===== src/logic/pieb_defines.svh =====
// Offsets, field positions and reset values of the interrupt enable bank
// Included by the bank's package users; definitions only
`ifndef PIEB_DEFINES_SVH
`define PIEB_DEFINES_SVH

`define PIEB_ADDR_W 8
`define PIEB_DATA_W 8

`define PIEB_ADDR_ENABLE 8'h8C
`define PIEB_ADDR_STATUS 8'h90
`define PIEB_ADDR_CLEAR 8'h91
`define PIEB_ADDR_PENDING 8'h92
`define PIEB_ADDR_DIAG 8'h93

`define PIEB_BIT_TIMER1 0
`define PIEB_BIT_TIMER2 1
`define PIEB_BIT_CAPCOMP1 2
`define PIEB_BIT_SYNCSER 3
`define PIEB_BIT_USART_TX 4
`define PIEB_BIT_USART_RX 5
`define PIEB_BIT_RESERVED6 6
`define PIEB_BIT_PARPORT 7

`define PIEB_ENABLE_RESET 8'h00
`define PIEB_STATUS_RESET 8'h00
`define PIEB_READ_IDLE 8'h00

`define PIEB_MASK_BASE 8'h0F
`define PIEB_MASK_USART 8'h30
`define PIEB_MASK_PARPORT 8'h80
`define PIEB_MASK_BIT6 8'h40
`define PIEB_MASK_BIT7 8'h80

`endif


===== src/logic/pieb_pkg.sv =====
// Types shared by the interrupt enable bank
// Assumes pieb_defines.svh is on the include path
package pieb_pkg;

  typedef logic [7:0] pieb_byte_t;
  typedef logic [7:0] pieb_addr_t;

  typedef enum logic [2:0] {
    PIEB_SEL_NONE = 3'b000,
    PIEB_SEL_ENABLE = 3'b001,
    PIEB_SEL_STATUS = 3'b010,
    PIEB_SEL_CLEAR = 3'b011,
    PIEB_SEL_PENDING = 3'b100,
    PIEB_SEL_DIAG = 3'b101
  } pieb_sel_t;

endpackage


===== src/logic/pieb_reset_sync.sv =====
// Reset release synchroniser for the interrupt enable bank
// Assumes an active-low asynchronous reset from outside the clock domain
`timescale 1ns/1ps
`default_nettype none

module pieb_reset_sync (
  input wire logic core_clk,
  input wire logic arst_n,
  output logic rstSync_n
);

  logic stage1_reg;
  logic stage2_reg;

  // Assert at once, release after two edges
  always_ff @(posedge core_clk or negedge arst_n) begin
    if (!arst_n) begin
      stage1_reg <= 1'b0;
      stage2_reg <= 1'b0;
    end else begin
      stage1_reg <= 1'b1;
      stage2_reg <= stage1_reg;
    end
  end

  assign rstSync_n = stage2_reg;

endmodule // pieb_reset_sync

`default_nettype wire


===== src/logic/pieb_event_flag.sv =====
// One sticky interrupt flag: set by a peripheral event, cleared by software
// Assumes event and clear pulses come from logic on core_clk
`timescale 1ns/1ps
`default_nettype none

module pieb_event_flag #(
  parameter bit IMPLEMENTED = 1'b1
) (
  input wire logic core_clk,
  input wire logic rst_n,
  input wire logic setPulse,
  input wire logic clearPulse,
  output logic flag
);

  logic flag_reg;
  logic flag_next;

  // Set wins over a clear in the same cycle
  always_comb begin
    flag_next = flag_reg;
    if (clearPulse) begin
      flag_next = 1'b0;
    end
    if (setPulse) begin
      flag_next = 1'b1;
    end
    if (!IMPLEMENTED) begin
      flag_next = 1'b0;
    end
  end

  always_ff @(posedge core_clk or negedge rst_n) begin
    if (!rst_n) begin
      flag_reg <= 1'b0;
    end else begin
      flag_reg <= flag_next;
    end
  end

  assign flag = flag_reg;

endmodule // pieb_event_flag

`default_nettype wire


===== src/logic/pieb_irq_bank.sv =====
// Peripheral interrupt enable bank with its flags and request output
// Assumes peripheral event pulses on core_clk and a simple register port
//
// Added by the designer: the plain strobed port.
`timescale 1ns/1ps
`default_nettype none

`include "pieb_defines.svh"

module pieb_irq_bank #(
  parameter bit HAS_USART = 1'b1,
  parameter bit HAS_PARPORT = 1'b1
) (
  input wire logic core_clk,
  input wire logic arst_n,
  input wire pieb_pkg::pieb_addr_t regAddr,
  input wire pieb_pkg::pieb_byte_t regWrData,
  input wire logic regWrStrobe,
  input wire logic regRdStrobe,
  output pieb_pkg::pieb_byte_t regRdData,
  input wire logic timer1OverflowEvt,
  input wire logic timer2MatchEvt,
  input wire logic capcomp1Evt,
  input wire logic syncSerialEvt,
  input wire logic usartTxEvt,
  input wire logic usartRxEvt,
  input wire logic parallelPortEvt,
  output logic timer1_overflow_irq_en,
  output logic timer2_match_irq_en,
  output logic capcomp1_irq_en,
  output logic sync_serial_irq_en,
  output logic usart_tx_irq_en,
  output logic usart_rx_irq_en,
  output logic parallel_port_irq_en,
  output pieb_pkg::pieb_byte_t gatedIrq,
  output logic periphIrqReq
);

  import pieb_pkg::*;

  // ****************************************************************
  // Variant masks
  // ****************************************************************

  localparam pieb_byte_t IMPL_MASK = `PIEB_MASK_BASE
    | (HAS_USART ? `PIEB_MASK_USART : 8'h00)
    | (HAS_PARPORT ? `PIEB_MASK_PARPORT : 8'h00);

  localparam pieb_byte_t RESV_MASK = `PIEB_MASK_BIT6
    | (HAS_PARPORT ? 8'h00 : `PIEB_MASK_BIT7);

  localparam pieb_byte_t STORE_MASK = IMPL_MASK | RESV_MASK;

  // ****************************************************************
  // Address decode
  // ****************************************************************

  function automatic pieb_sel_t decodeAddr(input pieb_addr_t addr);
    pieb_sel_t sel;
    sel = PIEB_SEL_NONE;
    case (addr)
      `PIEB_ADDR_ENABLE: sel = PIEB_SEL_ENABLE;
      `PIEB_ADDR_STATUS: sel = PIEB_SEL_STATUS;
      `PIEB_ADDR_CLEAR: sel = PIEB_SEL_CLEAR;
      `PIEB_ADDR_PENDING: sel = PIEB_SEL_PENDING;
      `PIEB_ADDR_DIAG: sel = PIEB_SEL_DIAG;
      default: sel = PIEB_SEL_NONE;
    endcase
    return sel;
  endfunction

  // ****************************************************************
  // Reset release
  // ****************************************************************

  logic rst_n;

  pieb_reset_sync resetSync (
    .core_clk(core_clk),
    .arst_n(arst_n),
    .rstSync_n(rst_n)
  );

  // ****************************************************************
  // Bus strobes
  // ****************************************************************

  pieb_sel_t wrSel;
  pieb_sel_t rdSel;
  logic enableWr;
  logic clearWr;
  logic diagClearWr;

  assign wrSel = decodeAddr(regAddr);
  assign rdSel = decodeAddr(regAddr);
  assign enableWr = regWrStrobe && (wrSel == PIEB_SEL_ENABLE);
  assign clearWr = regWrStrobe && (wrSel == PIEB_SEL_CLEAR);
  assign diagClearWr = regWrStrobe && (wrSel == PIEB_SEL_DIAG);

  // ****************************************************************
  // Enable register
  // ****************************************************************

  pieb_byte_t enable_reg;
  pieb_byte_t enable_next;

  // Bits outside STORE_MASK never store; reserved bit 6 does store
  always_comb begin
    enable_next = enable_reg;
    if (enableWr) begin
      enable_next = regWrData & STORE_MASK;
    end
  end

  always_ff @(posedge core_clk or negedge rst_n) begin
    if (!rst_n) begin
      enable_reg <= `PIEB_ENABLE_RESET;
    end else begin
      enable_reg <= enable_next;
    end
  end

  // ****************************************************************
  // Reserved write monitor
  // ****************************************************************

  logic resvWrite_reg;

  // Sticky note of a one written to a reserved bit
  always_ff @(posedge core_clk or negedge rst_n) begin
    if (!rst_n) begin
      resvWrite_reg <= 1'b0;
    end else if (enableWr && ((regWrData & RESV_MASK) != 8'h00)) begin
      resvWrite_reg <= 1'b1;
    end else if (diagClearWr && regWrData[0]) begin
      resvWrite_reg <= 1'b0;
    end
  end

  // ****************************************************************
  // Event flags
  // ****************************************************************

  pieb_byte_t eventVec;
  pieb_byte_t flagVec;
  pieb_byte_t clearVec;

  assign eventVec = {parallelPortEvt, 1'b0, usartRxEvt, usartTxEvt,
                     syncSerialEvt, capcomp1Evt, timer2MatchEvt, timer1OverflowEvt};
  assign clearVec = clearWr ? (regWrData & IMPL_MASK) : 8'h00;

  genvar gi;
  generate
    for (gi = 0; gi < 8; gi++) begin : genFlag
      // Flag sets regardless of its enable
      pieb_event_flag #(
        .IMPLEMENTED(IMPL_MASK[gi])
      ) flagBit (
        .core_clk(core_clk),
        .rst_n(rst_n),
        .setPulse(eventVec[gi]),
        .clearPulse(clearVec[gi]),
        .flag(flagVec[gi])
      );
    end
  endgenerate

  // ****************************************************************
  // Gating
  // ****************************************************************

  pieb_byte_t gatedVec;
  pieb_byte_t gated_reg;

  assign gatedVec[`PIEB_BIT_TIMER1] =
    flagVec[`PIEB_BIT_TIMER1] & enable_reg[`PIEB_BIT_TIMER1];
  assign gatedVec[`PIEB_BIT_TIMER2] =
    flagVec[`PIEB_BIT_TIMER2] & enable_reg[`PIEB_BIT_TIMER2];
  assign gatedVec[`PIEB_BIT_CAPCOMP1] =
    flagVec[`PIEB_BIT_CAPCOMP1] & enable_reg[`PIEB_BIT_CAPCOMP1];
  assign gatedVec[`PIEB_BIT_SYNCSER] =
    flagVec[`PIEB_BIT_SYNCSER] & enable_reg[`PIEB_BIT_SYNCSER];
  assign gatedVec[`PIEB_BIT_USART_TX] = HAS_USART
    && flagVec[`PIEB_BIT_USART_TX] && enable_reg[`PIEB_BIT_USART_TX];
  assign gatedVec[`PIEB_BIT_USART_RX] = HAS_USART
    && flagVec[`PIEB_BIT_USART_RX] && enable_reg[`PIEB_BIT_USART_RX];
  // Reserved bit gates nothing
  assign gatedVec[`PIEB_BIT_RESERVED6] = 1'b0;
  assign gatedVec[`PIEB_BIT_PARPORT] = HAS_PARPORT
    && flagVec[`PIEB_BIT_PARPORT] && enable_reg[`PIEB_BIT_PARPORT];

  always_ff @(posedge core_clk or negedge rst_n) begin
    if (!rst_n) begin
      gated_reg <= `PIEB_STATUS_RESET;
    end else begin
      gated_reg <= gatedVec;
    end
  end

  // Level request toward the core
  assign periphIrqReq = |gatedVec;
  assign gatedIrq = gated_reg;

  // ****************************************************************
  // Enable outputs to peripherals
  // ****************************************************************

  assign timer1_overflow_irq_en = enable_reg[`PIEB_BIT_TIMER1];
  assign timer2_match_irq_en = enable_reg[`PIEB_BIT_TIMER2];
  assign capcomp1_irq_en = enable_reg[`PIEB_BIT_CAPCOMP1];
  assign sync_serial_irq_en = enable_reg[`PIEB_BIT_SYNCSER];
  assign usart_tx_irq_en = enable_reg[`PIEB_BIT_USART_TX];
  assign usart_rx_irq_en = enable_reg[`PIEB_BIT_USART_RX];
  assign parallel_port_irq_en = HAS_PARPORT && enable_reg[`PIEB_BIT_PARPORT];

  // ****************************************************************
  // Read data
  // ****************************************************************

  pieb_byte_t rdData_reg;
  pieb_byte_t rdData_next;

  always_comb begin
    rdData_next = `PIEB_READ_IDLE;
    if (regRdStrobe) begin
      case (rdSel)
        PIEB_SEL_ENABLE: rdData_next = enable_reg & STORE_MASK;
        PIEB_SEL_STATUS: rdData_next = flagVec & IMPL_MASK;
        PIEB_SEL_PENDING: rdData_next = gatedVec;
        PIEB_SEL_DIAG: rdData_next = {7'h00, resvWrite_reg};
        default: rdData_next = `PIEB_READ_IDLE;
      endcase
    end
  end

  // Data stands only in the cycle after the strobe
  always_ff @(posedge core_clk or negedge rst_n) begin
    if (!rst_n) begin
      rdData_reg <= `PIEB_READ_IDLE;
    end else begin
      rdData_reg <= rdData_next;
    end
  end

  assign regRdData = rdData_reg;

endmodule // pieb_irq_bank

`default_nettype wire


===== config.mk =====
export PLATFORM = sky130hd
export DESIGN_NAME = pieb_irq_bank
export DESIGN_NICKNAME = d
export VERILOG_FILES = /design/src/logic/pieb_pkg.sv /design/src/logic/pieb_reset_sync.sv /design/src/logic/pieb_event_flag.sv /design/src/logic/pieb_irq_bank.sv
export VERILOG_INCLUDE_DIRS = /design/src /design/src/logic
export SDC_FILE = /design/constraint.sdc
export NUM_CORES = 1
export LEC_CHECK = 0
export ABC_CLOCK_PERIOD_IN_PS = 2100
export BUFFER_PORTS_ARGS = -buffer_cell sky130_fd_sc_hd__buf_4
export CAP_MARGIN = 20
export CORE_ASPECT_RATIO = 2
export CORE_MARGIN = 4
export CORE_UTILIZATION = 45
export DETAILED_ROUTE_END_ITERATION = 16
export PLACE_DENSITY = 0.75
export SLEW_MARGIN = 20
export SYNTH_ARGS = -nofsm -noshare
export SYNTH_HDL_FRONTEND = slang
export SYNTH_HIERARCHICAL = 1
export SYNTH_SLANG_ARGS = --single-unit

===== constraint.sdc =====
create_clock -name core_clk -period 2.1 [get_ports core_clk]
set_clock_uncertainty 0.15 [all_clocks]
set_input_delay 0.21 -clock core_clk [delete_from_list [all_inputs] [get_ports core_clk]]
set_output_delay 0.21 -clock core_clk [all_outputs]
set_load 0.01 [all_outputs]

* Yosys cells after proc, flatten, opt, wreduce, memory -nomap -nowiden
Index checks and enable logic that the tools add are counted.
** Storage, ports and cells
- Register bits after elaboration :: 33
- Bits of input ports :: 27
- Output and inout bits :: 24
- Word-level logic and storage cells :: 64
** Cells by class
- Equality and inequality tests :: 10
- Mux-type cells :: 20
- Bitwise logic cells :: 4
- Reduce and logical (&&, ||, !) cells :: 17
** Operators by type and width (count)
- == test 8 bit (second input constant) :: 5
- case mux 8 bit (4 select lines) :: 1
- two-way mux 1 bit :: 16
- two-way mux 8 bit :: 2
- nonzero test 2 bit :: 8
- case mux 3 bit (5 select lines) :: 1
- logical AND 1 bit :: 8
- OR reduction 7 bit :: 1
- == test 3 x 2 -> 1 bit (second input constant) :: 2
- == test 3 bit (second input constant) :: 2
- bitwise AND 1 bit :: 4
- == test 3 x 1 -> 1 bit (second input constant) :: 1

* Logic depth before layout (Yosys ltp)
- Depth after elaboration :: 7
- Gate-level depth with buffers :: 6

* Hierarchy
The synthesis kept the hierarchy.
** By module, submodules not included
- pieb_irq_bank :: times used 1, cells an instance 96, area each 1164.9 µm²
- pieb_event_flag :: times used 7, cells an instance 3, area each 36.3 µm²
- pieb_reset_sync :: times used 1, cells an instance 3, area each 53.8 µm²

* Worst setup path after synthesis
OpenSTA, ideal clock, no wires.
- Path type :: flip-flop to output port
- Start :: register enable_reg[1]
- End :: output port periphIrqReq
- Data arrival time :: 1557 ps
- Path slack :: 183 ps
- Cell stages (with the launch flop) :: 4
- Path buffers :: 0
- Cell sequence :: dfrtp_1 -> and2_2 -> or4_1 -> or4_1
** Between the ends
- Word-level cells in the longest chain between the ends :: 2
** RTL lines
- start: declaration :: line pieb_irq_bank.sv:104 : pieb_byte_t enable_reg;
- start signal: assignment :: line pieb_irq_bank.sv:117 : enable_reg <= `PIEB_ENABLE_RESET;
- start signal: assignment :: line pieb_irq_bank.sv:119 : enable_reg <= enable_next;
- bitwise AND 1 bit :: line pieb_irq_bank.sv:178 : flagVec[`PIEB_BIT_TIMER2] & enable_reg[`PIEB_BIT_TIMER2];
- net gatedVec[1] :: line pieb_irq_bank.sv:172 : pieb_byte_t gatedVec;
- OR reduction 7 bit :: line pieb_irq_bank.sv:201 : assign periphIrqReq = |gatedVec;
- end: declaration :: line pieb_irq_bank.sv:36 : output logic periphIrqReq
The timed path passes the listed nets, and every way through them passes these cells.

* Worst setup path in the final report
Ends and elaborated chain as after synthesis.

==> flow_summary.toml <==
[route]
dr.pass1.iters = 4
ant_nets = 0
wl_per_cell_um = 15.7
routed_via_density = 5.62
drt_wl_total_mm = 3.46
drc = 0
vias = 1241
drt_iter0_markers = 24

[logic_synthesis]
syn_nets = 147
synth_cells = 120
yosysSeqAreaShare_pct = 56.1
ys_ff_latch = 33
yosys_warnings = 6
netlist_area_um2 = 1470
synth_cell_type_count = 28
syn_avg_cell_area_um2 = 12.3

[worst_setup_path]
worstPathMaxFanout = 2
worstSetupEndpointType = "output pin"
reg2reg_setup_slack_ps = 770
worstPathRequired_ps = 1740
critPathKind = "register to output pin"
critPathLaunchType = "register"
timing.rr.end = "regRdData[0]$_DFF_PN0_"
timing.rr.start = "genFlag[0].flagBit/flag$_DFFE_PN0P_"
worstPathArrival_ps = 1940
r2r_cells = 4

[floorplan]
start_util_pct = 46.7
die_h_um = 88.9
ioPinCount = 51
die_w_um = 48.5
rows = 29
dieArea_um2 = 4310
core_um2 = 3160

[status]
status = "finished, violations left"
violations = "negative setup slack"

[final_layout]
final_area_um2 = 2100
antenna_cells = 0
fin_nets = 216
area.growth.synth_to_final_pct = 42.6
drive_above_1_share_pct = 42.1
final_common_cell = "buf_4"
final_cells = 221
final_cell_mix = "buf_4, dfrtp_1, inv_1"

[clocking]
clk_pin_slew_ps = 70
cts_tree = "yes"
cts.sinks = 33
cts.path.max_buffers = 2
cts_root_buffer = "clkbuf_8"
clk-insertion-delay-late_ps = 290
htreeDepth = 2
cts_buffers = 5

[placement]
placed_cells = 203
dpl-instance-area_um2 = 1910
routabilityCongestion = 0.779
dp_hpwl_mm = 2.68
port_buffers = 49

[min_path]
holdPathEnd = "enable_reg[7]$_DFFE_PN0P_"
hold_path.startpoint = "regWrData[7]"
whs_path_depth = 2
hold_class = "input port to register"

[timing]
hold_viol = 0
slew_violations = 0
setup_ws_ps = -200
rsz0062_at_grt = "true"
fmax_mhz = 435
finalSetupViolCount = 1
fin_crit_ps = 2300
tightest_slew_ps = 682
slew_headroom_pct = 54.5
fin_crit_sh_pct = 110

[global_routing]
gr-total-overflow = 0
top_usage_layer = "met2"
use_met3_pct = 4.67
grt_pass1_vias = 1310
track_usage_pct = 17.3
use_met1_pct = 17.8
antenna_found_initial = 0
met2_usage_pct = 32.4
grt_pass1_wl_mm = 5.87
grt_max_degree = 32

[power]
p_leak_nw = 0.972
ir_drop_uv = 635
power_density_nw_per_um2 = 614

[job]
maxCapViolCount = 0
==> through the flow <==
step                      utilization [%]  worst slack, ps  TNS, ps  power, mW  hold WS (ps)
after floorplan                         -              183        0      0.734          -236
after global placement               60.6             87.8        0      0.826          -158
after detailed placement             60.6             60.3        0      0.831          -157
after CTS                            66.5             -213     -213       1.30          7.72
after global routing                 66.5             -257     -257       1.34          11.5
final                                66.5             -200     -200       1.29          14.7
==> synthesized netlist by cell type <==
cell type / number / area share [%]
nand3_1: 2 / 0.68
and2_1: 7 / 3.0
nand4_1: 7 / 3.0
a21o_1: 7 / 3.6
nor3b_2: 1 / 0.85
and3b_1: 2 / 1.2
nor3b_1: 8 / 4.1
o2111ai_1: 8 / 4.8
and3_1: 1 / 0.43
mux2_2: 8 / 6.1
and4b_1: 1 / 0.68
and4_1: 1 / 0.59
or4_1: 2 / 1.0
o211ai_1: 1 / 0.51
buf_4: 2 / 1.0
nor4bb_1: 1 / 0.68
nor4b_4: 1 / 1.6
a22o_1: 1 / 0.59
inv_1: 9 / 2.3
conb_1: 2 / 0.51
nand2b_1: 1 / 0.43
dfrtp_1: 33 / 56
clkbuf_1: 2 / 0.51
nand2_1: 1 / 0.25
and2_2: 1 / 0.51
nor2_1: 1 / 0.25
a221oi_1: 7 / 4.2
buf_2: 2 / 0.68
==> worst max-delay path by stage <==
stage,cells after the start,to,slack (ps),start
final,4,periphIrqReq,-200,enable_reg[1]$_DFFE_PN0P_
after global routing,4,periphIrqReq,-260,enable_reg[1]$_DFFE_PN0P_
after CTS,4,periphIrqReq,-210,enable_reg[1]$_DFFE_PN0P_
after detailed placement,4,periphIrqReq,60,genFlag[0].flagBit/flag$_DFFE_PN0P_
after global placement,4,periphIrqReq,90,genFlag[0].flagBit/flag$_DFFE_PN0P_
after floorplan,3,periphIrqReq,180,enable_reg[1]$_DFFE_PN0P_
==> cells by family after synthesis <==
| kind of cell | count (synthesis) | synth area share [%] |
|---|---|---|
| compound gates | 24 | 13.6 |
| flops | 33 | 56.1 |
| other cells | 2 | 0.510 |
| simple gates | 38 | 19.2 |
| buf+inv | 15 | 4.50 |
| mux | 8 | 6.12 |
==> repair_timing <==
action	4_1_cts	5_1_grt
hold buffers	8	0
hold endpoints to repair	9	0
resized for setup	1	0
setup endpoints to repair	1	1
buffers inserted	2	0
==> final cells by class <==
cell class | instances | area, µm²
Clock inverter | 3 | 17.5
Inverter | 9 | 33.8
Sequential cell | 33 | 826
Tap cell | 31 | 38.8
Clock buffer | 5 | 68.8
Fill cell | 254 | 1060
Timing Repair Buffer | 68 | 531
Multi-Input combinational cell | 72 | 584
==> critical path: stages, from the launching register on <==
cell     delay (ps)
dfrtp_1         380
and2_2          190
or4_4           510
or4_1           410
buf_4           160
==> layer usage <==
layer | vias up | wire, µm
li1 | 587 | -
met1 | 602 | 1170
met4 | 0 | 87
met3 | 9 | 166
met5 | - | 0
met2 | 43 | 2040
==> power by group <==
part,switching [mW],internal [mW]
clock network,0.228,0.228
logic,0.0752,0.0954
registers,0.00973,0.652
Power figures use the tool's default switching activity.
